<file path="config.mk">
export PLATFORM = sky130hd
export DESIGN_NAME = bte_top
export DESIGN_NICKNAME = d
export VERILOG_FILES = /design/src/hdl/bte_pkg.sv /design/src/hdl/bte_top.sv
export SDC_FILE = /design/constraint.sdc
export NUM_CORES = 1
export LEC_CHECK = 0
export ABC_AREA = 1
export BUFFER_PORTS_ARGS = -buffer_cell sky130_fd_sc_hd__buf_2
export CAP_MARGIN = 10
export CELL_PAD_IN_SITES_DETAIL_PLACEMENT = 1
export CELL_PAD_IN_SITES_GLOBAL_PLACEMENT = 2
export CORE_ASPECT_RATIO = 1.2
export CORE_MARGIN = 2
export CORE_UTILIZATION = 38
export DETAILED_ROUTE_END_ITERATION = 16
export PLACE_DENSITY_LB_ADDON = 0.08
export SLEW_MARGIN = 15
export SYNTH_ARGS = -nofsm -noshare
export SYNTH_HDL_FRONTEND = slang
export SYNTH_SLANG_ARGS = --single-unit
</file>
<file path="constraint.sdc">
create_clock -name clk_i -period 4.77 [get_ports clk_i]
set_input_delay 0.7155 -clock clk_i [delete_from_list [all_inputs] [get_ports clk_i]]
set_output_delay 0.7155 -clock clk_i [all_outputs]
set_load 0.01 [all_outputs]
</file>
<file path="src/hdl/bte_pkg.sv">
// Purpose: constants and carriers for the block transfer engine
// Assumes: 32-bit register bus, lines hold bits 32..63 of a 64-bit word
// Notes: line bit k sits on bus bit 63-k
package bte_pkg;
  localparam int unsigned BTE_AW = 10;
  // Byte address is {block, line, 2'b00}
  localparam logic [2:0] BTE_BLK_PAR = 3'h4;
  localparam logic [2:0] BTE_BLK_XCH = 3'h5;
  localparam logic [2:0] BTE_BLK_CHMAX = 3'h3;
  localparam logic [4:0] BTE_LN_SRC = 5'h00;
  localparam logic [4:0] BTE_LN_DST = 5'h01;
  localparam logic [4:0] BTE_LN_SIZE = 5'h02;
  localparam logic [4:0] BTE_LN_STAT = 5'h03;
  localparam logic [4:0] BTE_LN_PFO = 5'h00;
  localparam logic [4:0] BTE_LN_PARITY_REQUEST_INHIBIT = 5'h01;
  localparam logic [4:0] BTE_LN_CMPL = 5'h02;
  localparam logic [4:0] BTE_LN_SENDER_PARITY_FAIL = 5'h00;
  localparam logic [4:0] BTE_LN_UPF = 5'h01;
  // Status line fields
  localparam int unsigned BTE_ST_TIP = 3;
  localparam int unsigned BTE_ST_CMPL = 2;
  localparam int unsigned BTE_ST_PAR = 1;
  localparam logic [3:0] BTE_ST_RST = 4'h0;
  // Address line fields
  localparam int unsigned BTE_SA_NULL = 22;
  localparam logic [3:0] BTE_NULL_UNIT = 4'h9;
  localparam logic [23:0] BTE_MIN_MASK = 24'h00000F;
  localparam logic [15:0] BTE_N_STEP = 16'h0002;
  localparam logic [15:0] BTE_N_LAST = 16'h0000;
  localparam logic [1:0] BTE_OKAY = 2'h0;
  localparam logic [1:0] BTE_SLVERR = 2'h2;

  typedef enum logic [2:0] {
    BTE_IDLE = 3'b001,
    BTE_READ = 3'b010,
    BTE_WRITE = 3'b100
  } bte_state_e;

  // Request to the exchange, held until acknowledged
  typedef struct packed {
    logic valid;
    logic write;
    logic [27:0] addr;
    logic [63:0] data;
  } bte_xreq_s;

  // Answer from the exchange; pf flags a parity fault on the transfer
  typedef struct packed {
    logic ack;
    logic pf;
    logic [63:0] data;
  } bte_xrsp_s;
endpackage

</file>
<file path="src/hdl/bte_top.sv">
// Purpose: four-channel block transfer engine with parity lines
// Assumes: one 100 MHz clock, synchronous active-low reset
// Notes: one 64-bit word per turn, channels served round-robin
//
// Our own choice: the AXI4-Lite register port.
`timescale 1ns/100ps
////////////////////////////////////////////////////////////////////////
// Notes on behaviour
// - Four channels share engine in equal turns
// - Word read into buffer, then written
// - Each block spans thirty-two 64-bit lines
// - Source aligned to power-of-two size, min 16
// - Source bit 41 plus unit 9 writes zeros
// - Destination aligned like the source
// - Last word first, count down by two
// - Size field names the interrupted unit
// - Bit 60 starts, aborts, cleared at end
// - Bit 61 set at end, drives interrupt
// - Bit 62 marks parity-aborted transfer
// - Incoming address parity fault flagged, read clears
// - Inhibit bit stops requests on broadcast fault
// - Summary shows channel completion bits 56-59
// - Sender parity faults marked per unit
// - Reading sender line clears it and summary
// - Sender bit 51 marks address/control parity
// - Unit line bit 51 mirrors any sender bit
// - Unit bits follow each unit's own flag
// - New unit fault broadcast to all units
// - Exchange lines decoded as block five
module bte_top
  import bte_pkg::*;
#(
  parameter int unsigned N_CH = 4,
  parameter int unsigned OWN_UNIT = 0
)(
  input wire logic clk_i,
  input wire logic rst_n_i,
  input wire logic [BTE_AW-1:0] s_axi_awaddr_i,
  input wire logic s_axi_awvalid_i,
  output logic s_axi_awready_o,
  input wire logic [31:0] s_axi_wdata_i,
  input wire logic [3:0] s_axi_wstrb_i,
  input wire logic s_axi_wvalid_i,
  output logic s_axi_wready_o,
  output logic [1:0] s_axi_bresp_o,
  output logic s_axi_bvalid_o,
  input wire logic s_axi_bready_i,
  input wire logic [BTE_AW-1:0] s_axi_araddr_i,
  input wire logic s_axi_arvalid_i,
  output logic s_axi_arready_o,
  output logic [31:0] s_axi_rdata_o,
  output logic [1:0] s_axi_rresp_o,
  output logic s_axi_rvalid_o,
  input wire logic s_axi_rready_i,
  output bte_xreq_s xreq_o,
  input wire bte_xrsp_s xrsp_i,
  input wire logic addr_pf_i,
  input wire logic [0:11] sender_pf_i,
  input wire logic cap_pf_i,
  input wire logic [0:11] unit_pf_i,
  input wire logic pf_bcast_i,
  input wire logic pint_inhibit_i,
  output logic pfo_o,
  output logic pf_bcast_o,
  output logic [15:0] irq_unit_o
);

  if (N_CH != 4 || OWN_UNIT > 11)
  begin : g_bad_param
    $error("N_CH must be 4 and OWN_UNIT at most 11");
  end

  function automatic logic [31:0] merge(input logic [31:0] o,
                                        input logic [31:0] d,
                                        input logic [3:0] s);
    logic [31:0] r;
    r = o;
    for (int i = 0; i < 4; i++)
      if (s[i])
        r[8*i +: 8] = d[8*i +: 8];
    return r;
  endfunction

  // Smallest 2^k-1 covering N+1 words, never below 15
  function automatic logic [23:0] align_mask(input logic [15:0] n);
    logic [23:0] m;
    m = {8'h00, n} + 24'h000001;
    for (int s = 1; s < 24; s = s * 2)
      m = m | (m >> s);
    return m | BTE_MIN_MASK;
  endfunction

  logic [31:0] src_reg [N_CH];
  logic [31:0] dst_reg [N_CH];
  logic [19:0] size_reg [N_CH];
  logic [3:0] stat_reg [N_CH];
  logic [23:0] mask_reg [N_CH];
  logic pfo_reg, parity_request_inhibit_reg, stall_reg, bcast_reg;
  logic [12:0] sender_parity_fail_reg, upf_reg;
  logic [15:0] irq_reg, irq_next;
  bte_state_e state_reg;
  logic [1:0] cur_reg, rr_reg, pick_w;
  logic pick_ok_w;
  logic [63:0] buf_reg;
  bte_xreq_s xreq_reg;
  logic wr_rdy_reg, bvalid_reg, rd_rdy_reg, rvalid_reg;
  logic [1:0] bresp_reg, rresp_reg;
  logic [31:0] rdata_reg, rmux_w;
  logic [N_CH-1:0] eng_step, eng_done, eng_perr, cmpl_w;

  ////////////////////////////////////////////////////////////////////////
  // Register bus decode
  wire wr_fire = wr_rdy_reg & s_axi_awvalid_i & s_axi_wvalid_i;
  wire rd_fire = rd_rdy_reg & s_axi_arvalid_i;
  wire [2:0] wblk = s_axi_awaddr_i[9:7];
  wire [4:0] wline = s_axi_awaddr_i[6:2];
  wire [2:0] rblk = s_axi_araddr_i[9:7];
  wire [4:0] rline = s_axi_araddr_i[6:2];
  wire [1:0] rch = rblk[1:0];
  wire w_ok = (wblk <= BTE_BLK_CHMAX) ? (wline <= BTE_LN_STAT) :
              (wblk == BTE_BLK_PAR) ? (wline <= BTE_LN_CMPL) :
              (wblk == BTE_BLK_XCH) && (wline <= BTE_LN_UPF);
  wire r_ok = (rblk <= BTE_BLK_CHMAX) ? (rline <= BTE_LN_STAT) :
              (rblk == BTE_BLK_PAR) ? (rline <= BTE_LN_CMPL) :
              (rblk == BTE_BLK_XCH) && (rline <= BTE_LN_UPF);
  wire par_rd = rd_fire & (rblk == BTE_BLK_PAR);
  // exchange lines live in block five
  wire xch_rd = rd_fire & (rblk == BTE_BLK_XCH);
  wire pfo_rd = par_rd & (rline == BTE_LN_PFO);
  wire sender_parity_fail_rd = xch_rd & (rline == BTE_LN_SENDER_PARITY_FAIL);
  wire parity_request_inhibit_we = wr_fire & (wblk == BTE_BLK_PAR) & (wline == BTE_LN_PARITY_REQUEST_INHIBIT);
  wire [31:0] parity_request_inhibit_m = merge({31'h0, parity_request_inhibit_reg}, s_axi_wdata_i,
                             s_axi_wstrb_i);
  wire [31:0] ch_rd = (rline == BTE_LN_SRC) ? src_reg[rch] :
                      (rline == BTE_LN_DST) ? dst_reg[rch] :
                      (rline == BTE_LN_SIZE) ? {12'h000, size_reg[rch]} :
                      {28'h0, stat_reg[rch]};
  // summary of completion bits, channel 0 on bit 56
  wire [31:0] par_rd_w = (rline == BTE_LN_PFO) ? {31'h0, pfo_reg} :
                         (rline == BTE_LN_PARITY_REQUEST_INHIBIT) ? {31'h0, parity_request_inhibit_reg} :
                         {24'h0, cmpl_w, 4'h0};
  wire [31:0] xch_rd_w = (rline == BTE_LN_SENDER_PARITY_FAIL) ? {19'h0, sender_parity_fail_reg} :
                         {19'h0, upf_reg};
  assign rmux_w = !r_ok ? 32'h0 :
                  (rblk <= BTE_BLK_CHMAX) ? ch_rd :
                  (rblk == BTE_BLK_PAR) ? par_rd_w : xch_rd_w;

  always_ff @(posedge clk_i)
  begin
    if (!rst_n_i)
    begin
      wr_rdy_reg <= 1'b0;
      bvalid_reg <= 1'b0;
      bresp_reg <= BTE_OKAY;
      rd_rdy_reg <= 1'b0;
      rvalid_reg <= 1'b0;
      rresp_reg <= BTE_OKAY;
      rdata_reg <= 32'h0;
    end
    else
    begin
      wr_rdy_reg <= ~wr_rdy_reg & ~bvalid_reg & s_axi_awvalid_i &
                    s_axi_wvalid_i;
      rd_rdy_reg <= ~rd_rdy_reg & ~rvalid_reg & s_axi_arvalid_i;
      if (wr_fire)
      begin
        bvalid_reg <= 1'b1;
        bresp_reg <= w_ok ? BTE_OKAY : BTE_SLVERR;
      end
      else if (s_axi_bready_i)
        bvalid_reg <= 1'b0;
      if (rd_fire)
      begin
        rvalid_reg <= 1'b1;
        rdata_reg <= rmux_w;
        rresp_reg <= r_ok ? BTE_OKAY : BTE_SLVERR;
      end
      else if (s_axi_rready_i)
        rvalid_reg <= 1'b0;
    end
  end

  ////////////////////////////////////////////////////////////////////////
  // Channel control lines
  for (genvar c = 0; c < N_CH; c++)
  begin : g_ch
    wire we = wr_fire & (wblk == 3'(c));
    wire [31:0] sz_m = merge({12'h0, size_reg[c]}, s_axi_wdata_i,
                             s_axi_wstrb_i);
    wire [31:0] st_m = merge({28'h0, stat_reg[c]}, s_axi_wdata_i,
                             s_axi_wstrb_i);
    wire st_we = we & (wline == BTE_LN_STAT);
    wire start = st_we & st_m[BTE_ST_TIP] & ~stat_reg[c][BTE_ST_TIP];
    logic [3:0] st_next;
    assign cmpl_w[N_CH-1-c] = stat_reg[c][BTE_ST_CMPL];
    always_comb
    begin
      st_next = st_we ? st_m[3:0] : stat_reg[c];
      // abort bits change in one update
      if (eng_done[c])
      begin
        st_next[BTE_ST_TIP] = 1'b0;
        st_next[BTE_ST_CMPL] = 1'b1;
        st_next[BTE_ST_PAR] = st_next[BTE_ST_PAR] | eng_perr[c];
      end
    end
    always_ff @(posedge clk_i)
    begin
      if (!rst_n_i)
      begin
        stat_reg[c] <= BTE_ST_RST;
        src_reg[c] <= 32'h0;
        dst_reg[c] <= 32'h0;
        size_reg[c] <= 20'h0;
        mask_reg[c] <= BTE_MIN_MASK;
      end
      else
      begin
        stat_reg[c] <= st_next;
        if (we & (wline == BTE_LN_SRC))
          src_reg[c] <= merge(src_reg[c], s_axi_wdata_i, s_axi_wstrb_i);
        if (we & (wline == BTE_LN_DST))
          dst_reg[c] <= merge(dst_reg[c], s_axi_wdata_i, s_axi_wstrb_i);
        // count steps down by two per word
        if (eng_step[c])
          size_reg[c][15:0] <= size_reg[c][15:0] - BTE_N_STEP;
        else if (we & (wline == BTE_LN_SIZE))
          size_reg[c] <= sz_m[19:0];
        // block mask fixed at start from initial size
        if (start)
          mask_reg[c] <= align_mask(size_reg[c][15:0]);
      end
    end
  end

  ////////////////////////////////////////////////////////////////////////
  // Transfer engine
  // rotating search from the channel after the last served
  always_comb
  begin
    pick_w = rr_reg;
    pick_ok_w = 1'b0;
    for (int k = N_CH - 1; k >= 0; k--)
      if (stat_reg[2'(rr_reg + 2'(k))][BTE_ST_TIP])
      begin
        pick_w = 2'(rr_reg + 2'(k));
        pick_ok_w = 1'b1;
      end
  end

  wire tip_cur = stat_reg[cur_reg][BTE_ST_TIP];
  wire [15:0] cur_n_w = size_reg[cur_reg][15:0];
  wire [31:0] src_cur = src_reg[cur_reg];
  wire [31:0] dst_cur = dst_reg[cur_reg];
  wire [23:0] msk_cur = mask_reg[cur_reg];
  // count is twice the words minus two, so last word sits at N
  // low bits forced to zero, offset N from block base
  wire [27:0] src_addr_w = {src_cur[27:24],
                            (src_cur[23:0] & ~msk_cur) | {8'h0, cur_n_w}};
  wire [27:0] dst_addr_w = {dst_cur[27:24],
                            (dst_cur[23:0] & ~msk_cur) | {8'h0, cur_n_w}};
  wire null_cur = src_cur[BTE_SA_NULL] & (src_cur[27:24] == BTE_NULL_UNIT);
  wire ack_w = xreq_reg.valid & xrsp_i.ack;
  wire cur_last_w = cur_n_w == BTE_N_LAST;
  wire [N_CH-1:0] cur_oh = 4'h1 << cur_reg;
  // data parity fault aborts the channel
  assign eng_perr = (ack_w & xrsp_i.pf) ? cur_oh : '0;
  assign eng_step = (ack_w & ~xrsp_i.pf & (state_reg == BTE_WRITE)) ?
                    cur_oh : '0;
  assign eng_done = eng_perr | (eng_step & {N_CH{cur_last_w}});

  always_ff @(posedge clk_i)
  begin
    if (!rst_n_i)
    begin
      state_reg <= BTE_IDLE;
      cur_reg <= 2'h0;
      rr_reg <= 2'h0;
      buf_reg <= 64'h0;
      xreq_reg <= '0;
    end
    else
    begin
      unique case (state_reg)
        BTE_IDLE:
          if (pick_ok_w)
          begin
            cur_reg <= pick_w;
            rr_reg <= 2'(pick_w + 2'h1);
            state_reg <= BTE_READ;
          end
        // read into the holding buffer first
        BTE_READ:
          if (ack_w)
          begin
            xreq_reg.valid <= 1'b0;
            buf_reg <= xrsp_i.data;
            state_reg <= (xrsp_i.pf | ~tip_cur) ? BTE_IDLE : BTE_WRITE;
          end
          else if (!xreq_reg.valid)
          begin
            if (!tip_cur)
              state_reg <= BTE_IDLE;
            else if (null_cur)
            begin
              buf_reg <= 64'h0;
              state_reg <= BTE_WRITE;
            end
            else if (!stall_reg)
              xreq_reg <= '{1'b1, 1'b0, src_addr_w, 64'h0};
          end
        BTE_WRITE:
          if (ack_w)
          begin
            xreq_reg.valid <= 1'b0;
            state_reg <= BTE_IDLE;
          end
          else if (!xreq_reg.valid)
          begin
            if (!tip_cur)
              state_reg <= BTE_IDLE;
            else if (!stall_reg)
              xreq_reg <= '{1'b1, 1'b1, dst_addr_w, buf_reg};
          end
      endcase
    end
  end

  ////////////////////////////////////////////////////////////////////////
  // Parity management and exchange lines
  wire [11:0] own_mark = pfo_reg ? (12'h800 >> OWN_UNIT) : 12'h000;
  // summary follows sender line; unit flags as held
  wire [12:0] upf_next = {|sender_parity_fail_reg, unit_pf_i | own_mark};

  // interrupt goes to the unit named in the size line
  always_comb
  begin
    irq_next = 16'h0;
    for (int c = 0; c < N_CH; c++)
      if (stat_reg[c][BTE_ST_CMPL])
        irq_next[size_reg[c][19:16]] = 1'b1;
  end

  always_ff @(posedge clk_i)
  begin
    if (!rst_n_i)
    begin
      pfo_reg <= 1'b0;
      parity_request_inhibit_reg <= 1'b0;
      stall_reg <= 1'b0;
      sender_parity_fail_reg <= 13'h0;
      upf_reg <= 13'h0;
      bcast_reg <= 1'b0;
      irq_reg <= 16'h0;
    end
    else
    begin
      // new fault wins over the clearing read
      pfo_reg <= addr_pf_i | (pfo_reg & ~pfo_rd);
      if (parity_request_inhibit_we)
        parity_request_inhibit_reg <= parity_request_inhibit_m[0];
      // held until software drops the inhibit bit
      stall_reg <= parity_request_inhibit_reg &
                   (stall_reg | (pf_bcast_i & ~pint_inhibit_i));
      sender_parity_fail_reg <= {cap_pf_i, sender_pf_i} |
                  (sender_parity_fail_reg & ~{13{sender_parity_fail_rd}});
      upf_reg <= upf_next;
      // any newly set unit bit is broadcast
      bcast_reg <= |(upf_next & ~upf_reg);
      irq_reg <= irq_next;
    end
  end

  assign s_axi_awready_o = wr_rdy_reg;
  assign s_axi_wready_o = wr_rdy_reg;
  assign s_axi_bvalid_o = bvalid_reg;
  assign s_axi_bresp_o = bresp_reg;
  assign s_axi_arready_o = rd_rdy_reg;
  assign s_axi_rvalid_o = rvalid_reg;
  assign s_axi_rresp_o = rresp_reg;
  assign s_axi_rdata_o = rdata_reg;
  assign xreq_o = xreq_reg;
  assign pfo_o = pfo_reg;
  assign pf_bcast_o = bcast_reg;
  assign irq_unit_o = irq_reg;

  ////////////////////////////////////////////////////////////////////////
  // Checks
  wire [3:0] ui0_w = size_reg[0][19:16];
  wire st_we_any = wr_fire && wblk <= BTE_BLK_CHMAX &&
                   wline == BTE_LN_STAT;
  a_pfo_capture: assert property (
    @(posedge clk_i) disable iff (!rst_n_i) addr_pf_i |=> pfo_reg)
    else $error("fault flag not set after address parity fault");
  a_done_status: assert property (
    @(posedge clk_i) disable iff (!rst_n_i)
    (|eng_done) && !st_we_any |=> !tip_cur && stat_reg[cur_reg][BTE_ST_CMPL])
    else $error("end of transfer left status wrong");
  a_parity_abort: assert property (
    @(posedge clk_i) disable iff (!rst_n_i)
    (|eng_perr) |=> stat_reg[cur_reg][BTE_ST_PAR] && !tip_cur)
    else $error("parity abort did not mark status");
  a_size_step: assert property (
    @(posedge clk_i) disable iff (!rst_n_i)
    (|eng_step) && !cur_last_w |=> cur_n_w == $past(cur_n_w) - 16'h0002)
    else $error("count did not drop by two");
  a_null_zero: assert property (
    @(posedge clk_i) disable iff (!rst_n_i)
    xreq_reg.valid && null_cur |-> xreq_reg.write && xreq_reg.data == 0)
    else $error("null transfer sent a read or nonzero data");
  a_stall_quiet: assert property (
    @(posedge clk_i) disable iff (!rst_n_i)
    stall_reg && !xreq_reg.valid |=> !xreq_reg.valid)
    else $error("request issued while inhibited");
  a_word_offset: assert property (
    @(posedge clk_i) disable iff (!rst_n_i)
    xreq_reg.valid |-> xreq_reg.addr[3:0] == cur_n_w[3:0])
    else $error("word address not aligned to block");
  a_sender_parity_fail_clear: assert property (
    @(posedge clk_i) disable iff (!rst_n_i)
    sender_parity_fail_rd && !cap_pf_i && sender_pf_i == 0 |=> sender_parity_fail_reg == 0 ##1
    !upf_reg[12])
    else $error("sender line not cleared by read");
  a_irq_route: assert property (
    @(posedge clk_i) disable iff (!rst_n_i)
    stat_reg[0][BTE_ST_CMPL] |=> irq_unit_o[$past(ui0_w)])
    else $error("completion interrupt missing");
  a_bcast_new: assert property (
    @(posedge clk_i) disable iff (!rst_n_i)
    (upf_next & ~upf_reg) != 0 |=> pf_bcast_o)
    else $error("new unit fault not broadcast");
endmodule

</file>
Yosys cells after proc, flatten, opt, wreduce, memory -nomap -nowiden. Memories as Yosys holds them, arrays and structs flattened. A register that Yosys moved wholly into a read port is not among the register bits. Index checks and enable logic that the tools add are counted.

Register bits after elaboration: 251. Bits in latches: 0. RAM bits: 404. Bits in read-only memories: 0. Bits of input ports: 157. Output and inout port bits: 153. Memories: 5.

Memory list: dst_reg (depth 4, width 32, read ports 2, clocked after Yosys merged registers in 1, write ports 4, RTL line bte_top.sv:94) `logic [31:0] dst_reg [N_CH];`; src_reg (depth 4, width 32, read ports 2, clocked after Yosys merged registers in 1, write ports 4, RTL line bte_top.sv:93) `logic [31:0] src_reg [N_CH];`; size_reg (depth 4, width 20, read ports 6, clocked after Yosys merged registers in 1, write ports 4, RTL line bte_top.sv:95) `logic [19:0] size_reg [N_CH];`; mask_reg (depth 4, width 13, read ports 1, clocked after Yosys merged registers in 1, write ports 4, RTL line bte_top.sv:97) `logic [23:0] mask_reg [N_CH];`; stat_reg (depth 4, width 4, read ports 10, clocked after Yosys merged registers in 2, write ports 4, RTL line bte_top.sv:96) `logic [3:0] stat_reg [N_CH];`.

Add/subtract/negate cells: 12. $mul: 0. Div/mod/pow operators: 0. $lt $le $gt $ge: 16. Equal/unequal tests: 63. Shifts and indexed selects: 1. Mux-type cells: 318. Bitwise logic cells: 157. Reduce and logical (&&, ||, !) cells: 54.

Operators with widths (number): $mux 8 (138); $mux 94 (7); $mux 64 (4); $mux 16 (12); $pmux 94 s2 (1); $mux 93 (2); $mux 32 (4); $ne 3x3->1 const B (35); $mux 4 (22); $mux 1 (84); $mux 13 (6); $add 16x1->17 const B (4); $or 17x1->17 (4); $or 17x13->17 (4); $or 17x15->17 (4); $or 17x16->17 (4); $or 17x9->17 (4); $reduce_and 2->1 (34); $sub 16x2->16 const B (4); $or 1x1->1 (59); $and 1x1->1 (50); $and 24x24->24 (2); $or 16x16->16 (3); $or 24x16->24 (2); 40 further kinds (128).

Longest topological paths before layout. Gate-level depths: netlist of run 1. An unclocked memory read counts as a cell.

Word-level depth: 12. Gate-level depth with buffers: 14. Depth with buffers taken out: 14.

Worst setup path after synthesis of run 1. OpenSTA, ideal clock, no wires.

Path type: in2reg. From: input port s_axi_awaddr_i[5]. To: memory size_reg[2][0], enable pin. Library setup time: 0.294 ns. Arrival time: 2.552 ns. Data required time: 4.476 ns. Setup slack: 1.924 ns. Stages on the path: 7. Path buffers: 0. Cell sequence: nor2_1 nand2_1 nor3_2 inv_1 o311ai_0 nand2_1 inv_1.

RTL lines: start, declared (RTL line bte_top.sv:38) `input wire logic [BTE_AW-1:0] s_axi_awaddr_i,`; end, declared (RTL line bte_top.sv:95).

==> results.yml, run 1 <==
clock_tree:
  clk_latency_ps: 650
  cts_buffer_depth: 3
  path_clk_slew_ps: 60
  cts_resized: 0
  htreeDepth: 3
  cts_buffers: 76
  root_buffer: "clkbuf_16"
  clock-sinks: 657
  postCtsSetupBuffers: 0
  cts_tree: "yes"
  cts_hold_buf: 0
timing:
  slew_headroom_pct: 34.4
  rsz0062_at_grt: "false"
  fin_skew_ps: 29.4
  timing.fmax_ghz: 0.302
  period_needed_ps: 3320
  worst_pin_slew_ps: 984
  timing.final.max_slew_violations: 0
  setup-violations-final: 0
  hold_viol: 0
  setup_tns_ps: 0
  fin_crit_sh_pct: 69.5
final_layout:
  fill_cells: 10754
  stdcell_area_um2: 38600
  final_core_util_pct: 44.1
  fin_nets: 4655
  drive_above_1_share_pct: 12.6
  final_cells: 5705
  syn_to_final_growth_pct: 15.1
setup_path:
  cp_cell_sequence: "nor2_1 -> nand2_2 -> inv_2 -> nand3_2 -> nor3_1 -> inv_2 -> nor2_1 -> inv_1 -> nand2_1 -> inv_1"
  worstReg2RegStart: "state_reg[1]"
  end_kind: "register"
  worst-path-buf-inv: 4
  crit_type: "reg -> reg"
  rr_worst_depth: 10
  crit_cells: 10
  cp.arrival_ps: 3730
  critPathMaxStageDelay_ps: 730
  crit_fanout: 15
  startpoint_type: "register"
  cp_slowest_cell: "nor2_1"
  required_ps: 5180
  path_delay_family: "simple AND/OR/NAND/NOR gates"
  startpoint: "state_reg[1]"
synthesis:
  synth-seq-area-share_pct: 50.8
  synth_most_common_cell: "nand2_1"
  synth_ff_type: "edfxtp_1"
  synth_top_area_share_pct: 34.8
  synth_cell_types: 52
  synth_common_cells: "nand2_1 (1105), nor2_1 (592), edfxtp_1 (388)"
  synth_warnings: 0
  synthArstFlopShare_pct: 0
  yosys.area.top_type: "edfxtp_1"
  syn_area_um2: 33500
  syn_area_per_cell_um2: 7.83
  syn_inst: 4282
  ys_ff_latch: 657
  ys_top_cells_by_area: "edfxtp_1 (35%), dfxtp_1 (16%), nand2_1 (12%)"
  synth_edf_count: 388
run:
  cap_violations: 0
drt:
  num_vias: 31704
  vias_per_cell: 5.56
  wire_per_inst_um: 24.5
  postRouteAntennaNets: 0
  drt_pass1_iterations: 6
  first_iter_violations: 2574
  drcViolationCount: 0
  totalWireLength_mm: 140
pwr:
  switching_power_mw: 4.38
  switching_share_pct: 29.8
  pwr-share-clk_pct: 41.8
  vdd_ir_drop_max_uv: 308
  finalPower_mw: 14.7
  p_leak_nw: 15.8
  p_int_mw: 10.3
  pwr-share-comb_pct: 15.0
  p_per_area_nw_per_um2: 381
  power_frac_seq_pct: 43.2
status:
  status: "finished, final reports clean"
floorplan:
  die_area_um2: 90600
  rows: 119
  start_util_pct: 38.3
  fp.dieH_um: 329
  coreArea_um2: 87500
  ios: 310
  dieWidth_um: 275
min_path:
  hp-start: "unit_pf_i[8]"
  hp-class: "in -> reg"
  min_delay_path_depth: 3
global_route:
  overflow: 0
  grt_pass1_vias: 31606
  grt_antenna_before_repair: 5
  grt_max_degree: 106
  grt_usage_pct: 30.4
  grt_pass1_wl_mm: 205
place:
  dp_hpwl_mm: 101
  place.gp.congestion: 0.909
  dpl-instance-area_um2: 36000
  portBuffers: 303
  placed_cells: 5561
[cell usage in the layout, fill, tap and decap left out, types with 4 or more instances in the layout]
cell,netlist,layout
nor3_2,4,4
buf_12,0,6
nand3_2,4,4
a21boi_0,12,12
nor2_1,592,589
clkinv_1,5,5
xor2_1,42,42
clkinv_2,0,8
o22ai_1,69,69
nor2_4,9,12
nand2_2,7,9
clkbuf_1,110,19
nand2_1,1105,1103
a21oi_1,341,341
o21ai_1,30,31
buf_2,92,301
o221ai_1,42,42
nand3_1,250,250
nor3_1,46,46
or2_2,9,9
a31oi_1,19,19
buf_4,20,73
o21ai_0,311,310
diode_2,0,4
inv_6,0,5
o2111ai_1,10,10
clkbuf_16,0,78
nor4_1,7,7
edfxtp_1,388,388
clkbuf_8,0,18
o211ai_1,23,23
inv_2,8,8
inv_1,313,312
nor2_2,19,19
bufinv_16,0,5
dfxtp_1,269,267
ha_1,8,8
nand4_1,56,56
[final timing paths]
check / endpoint / slack [ps]
setup / recovery: size_reg[2][0] / 1450
hold / removal: upf_reg[3] / 270
setup reg to reg: size_reg[2][0] / 1450
hold reg to reg: s_axi_arready_o / 450
[worst min-delay path, stage by stage]
cell and delay (ps):
buf_2 90, nand2_1 50, inv_1 40
[stage by stage]
stage	hold slack (ps)	setup WS, ps
after CTS	241	1390
final	275	1450
after floorplan	439	1920
after detailed placement	437	1120
after global routing	270	1330
after global placement	436	1140
[area by class of cell]
type | count | area [um2] | share of cell area (%)
antenna | 4 | 10.0 | 0.0259
clock buffer | 115 | 2270 | 5.88
clock inverter | 25 | 332 | 0.859
inverter | 328 | 1240 | 3.22
multi-input combinational | 3047 | 14100 | 36.5
sequential | 657 | 17000 | 44.2
tap | 1149 | 1440 | 3.72
timing repair buffer | 380 | 2170 | 5.63
[layer usage]
| metal | part of all wire (%) | up-vias | GRT usage, % |
|---|---|---|---|
| met4 | 5.5 | 4 | 15.5 |
| met3 | 5.4 | 289 | 4.11 |
| met2 | 48 | 954 | 51.2 |
| met5 | 0.021 | - | 0 |
| met1 | 41 | 15681 | 37.9 |
| li1 | - | 14776 | - |
[power groups by stage]
stage | Combinational [mW] | Clock [mW] | Sequential [mW]
2_1_floorplan | 1.38 | 0 | 6.36
6_report | 2.21 | 6.15 | 6.34
4_1_cts | 2.20 | 6.26 | 6.34
3_3_place_gp | 2.16 | 0 | 6.45
3_5_place_dp | 2.18 | 0 | 6.46
5_1_grt | 2.40 | 6.45 | 6.36
[logic make-up after synthesis]
kind of cell	synth area share [%]
other	0.0112
XOR/XNOR	1.15
multiplexers	0.0597
AO/OA/AOI/OAI	14.4
flip-flops	50.8
adder cells (fa/ha/maj)	0.299
buffers and inverters	7.27
AND/OR/NAND/NOR	26.0
(Power assumes the default switching activity.)
==> inputs of run 2 (changes only) <==
- CORE_UTILIZATION: 38 -> 36
- clock period: 4.77 -> 3.2 ns (I/O delays scaled with it)
==> run 2 against run 1 <==
  * Via count up 0.32%
  * Critical path depth down 2
  * Sequential share of layout area down 0.98 points
  * Maximum frequency up 15%
  * Flip-flop and latch count unchanged
  * Clock power up 55%
  * Utilization down 1.3 points
  * Total power up 53%
  * Die area up 5.5%
==> results.yml, run 2 (synthesis results as in run 1) <==
final_layout:
  final_cell_mix: "nand2_1 (1103), nor2_1 (589), edfxtp_1 (388)"
  layout.cells.most_common: "nand2_1"
  fin_nets: 4722
  drive_above_1_share_pct: 13.9
  syn_to_final_growth_pct: 17.7
floorplan:
  fp.dieH_um: 338
  ios: 310
  coreArea_um2: 92200
  rows: 122
  start_util_pct: 36.4
  die_area_um2: 95600
  dieWidth_um: 283
setup_path:
  rrSetupSlack_ps: 320
  cp_common_cell: "nand2_1"
  critPathMaxStageDelay_ps: 490
  startpoint_type: "register"
  cp.arrival_ps: 3170
  rr_worst_depth: 8
  end_kind: "register"
  required_ps: 3490
  cp_cell_sequence: "nand2_1 -> nor2_4 -> nand4_1 -> nor2_1 -> inv_1 -> nor2_1 -> nand2_1 -> nand2_1"
  timing.rr.end: "dst_reg[3][12]"
  crit_fanout: 9
  worstReg2RegStart: "s_axi_awready_o"
  crit_type: "reg -> reg"
  cp_slowest_cell: "nor2_1"
pwr:
  switching_power_mw: 6.63
  power_frac_seq_pct: 42.0
  vdd_ir_drop_max_uv: 405
  p_leak_nw: 16.2
  p_per_area_nw_per_um2: 569
  pwr-share-clk_pct: 42.4
  finalPower_mw: 22.4
  switching_share_pct: 29.5
  pwr-share-comb_pct: 15.6
  p_int_mw: 15.8
clock_tree:
  clock-sinks: 657
  cts_resized: 0
  clk_latency_ps: 650
  cts_tree: "yes"
  cts_hold_buf: 0
  cts_buffers: 77
  htreeDepth: 3
  path_clk_slew_ps: 60
  root_buffer: "clkbuf_16"
  postCtsSetupBuffers: 0
  cts_buffer_depth: 3
timing:
  worst_pin_slew_ps: 1180
  timing.fmax_ghz: 0.347
  timing.final.max_slew_violations: 0
  rsz0062_at_grt: "false"
  fin_skew_ps: 25.9
  setup_tns_ps: 0
  setup-violations-final: 0
  slew_headroom_pct: 21.3
  fin_crit_sh_pct: 90.1
  hold_slack_ps: 51.9
  hold_viol: 0
  period_needed_ps: 2880
run:
  cap_violations: 0
global_route:
  overflow: 0
  grt_pass1_wl_mm: 209
  grt_max_degree: 206
  grt_usage_pct: 29.3
  grt_pass1_vias: 31800
  grt_antenna_before_repair: 9
drt:
  num_vias: 31805
  drcViolationCount: 0
  drt_pass1_iterations: 5
  postRouteAntennaNets: 0
  first_iter_violations: 2348
  vias_per_cell: 5.42
  totalWireLength_mm: 143
  wire_per_inst_um: 24.4
min_path:
  min_delay_path_depth: 3
  hp-class: "in -> reg"
  hp-start: "sender_pf_i[9]"
  worstHoldEndpoint: "sender_parity_fail_reg[2]"
place:
  place.gp.congestion: 0.901
  portBuffers: 303
  dp_hpwl_mm: 105
status:
  status: "finished, final reports clean"
-- run 2: cell types whose count changed in the layout (fill, tap and decap cells not counted), sizes merged --
cell      before  now
diode          4    6
buf          380  446
clkinv        16   19
clkinvlp       2    3
bufinv         5    6
inv          330  327
-- run 2: critical path: cells and delay by family (launching register included) --
| kind | cells | cell delay (ps) |
|---|---|---|
| flip-flops | 1 | 370 |
| buffers and inverters | 1 | 150 |
| AND/OR/NAND/NOR | 7 | 2000 |
-- run 2: routing by layer --
layer	vias to the layer above	GRT usage, %	wire, um	part of all wire, %
met5	-	0	38	0.027
met4	6	13.6	7150	5.0
met3	260	3.86	8030	5.6
met2	930	49.7	68900	48
met1	15682	36.8	59100	41
li1	14927	-	-	-
-- run 2: worst max path at each step --
stage	start	endpoint	slack [ps]	depth (start not counted)
final	s_axi_awready_o	dst_reg[3][12]	320	8
after floorplan	s_axi_awaddr_i[5]	size_reg[2][0]	590	7
after global routing	s_axi_awready_o	dst_reg[3][12]	90	8
after CTS	s_axi_awready_o	dst_reg[3][12]	320	8
after global placement	s_axi_awaddr_i[5]	dst_reg[2][8]	210	8
after detailed placement	s_axi_awaddr_i[5]	dst_reg[3][10]	140	8
-- run 2: power groups by stage --
stage	Clock, mW	Sequential (mW)	Combinational (mW)
6_report	9.51	9.43	3.51
5_1_grt	9.95	9.46	3.78
4_1_cts	9.65	9.43	3.49
3_5_place_dp	0	9.61	3.47
3_3_place_gp	0	9.60	3.45
2_1_floorplan	0	9.48	2.06
-- run 2: metrics by stage --
stage / util, % / area (um2) / setup slack [ps] / cells
final: 42.8 / 39500 / 318 / 5866
after global routing: 42.8 / 39500 / 88.5 / 5862
after CTS: 42.8 / 39500 / 322 / 5860
after detailed placement: 39.8 / 36700 / 137 / 5718
after global placement: 39.8 / 36700 / 212 / 5718
after floorplan: - / 33500 / 590 / 4283
-- run 2: cell type report --
class                           count  area (um2)
Fill cell                       11308       52700
Sequential cell                   657       17000
Multi-Input combinational cell   3047       14100
Timing Repair Buffer              446        2810
Clock buffer                      115        2400
Tap cell                         1240        1550
Inverter                          328        1250
Clock inverter                     27         325
Antenna cell                        6        15.0
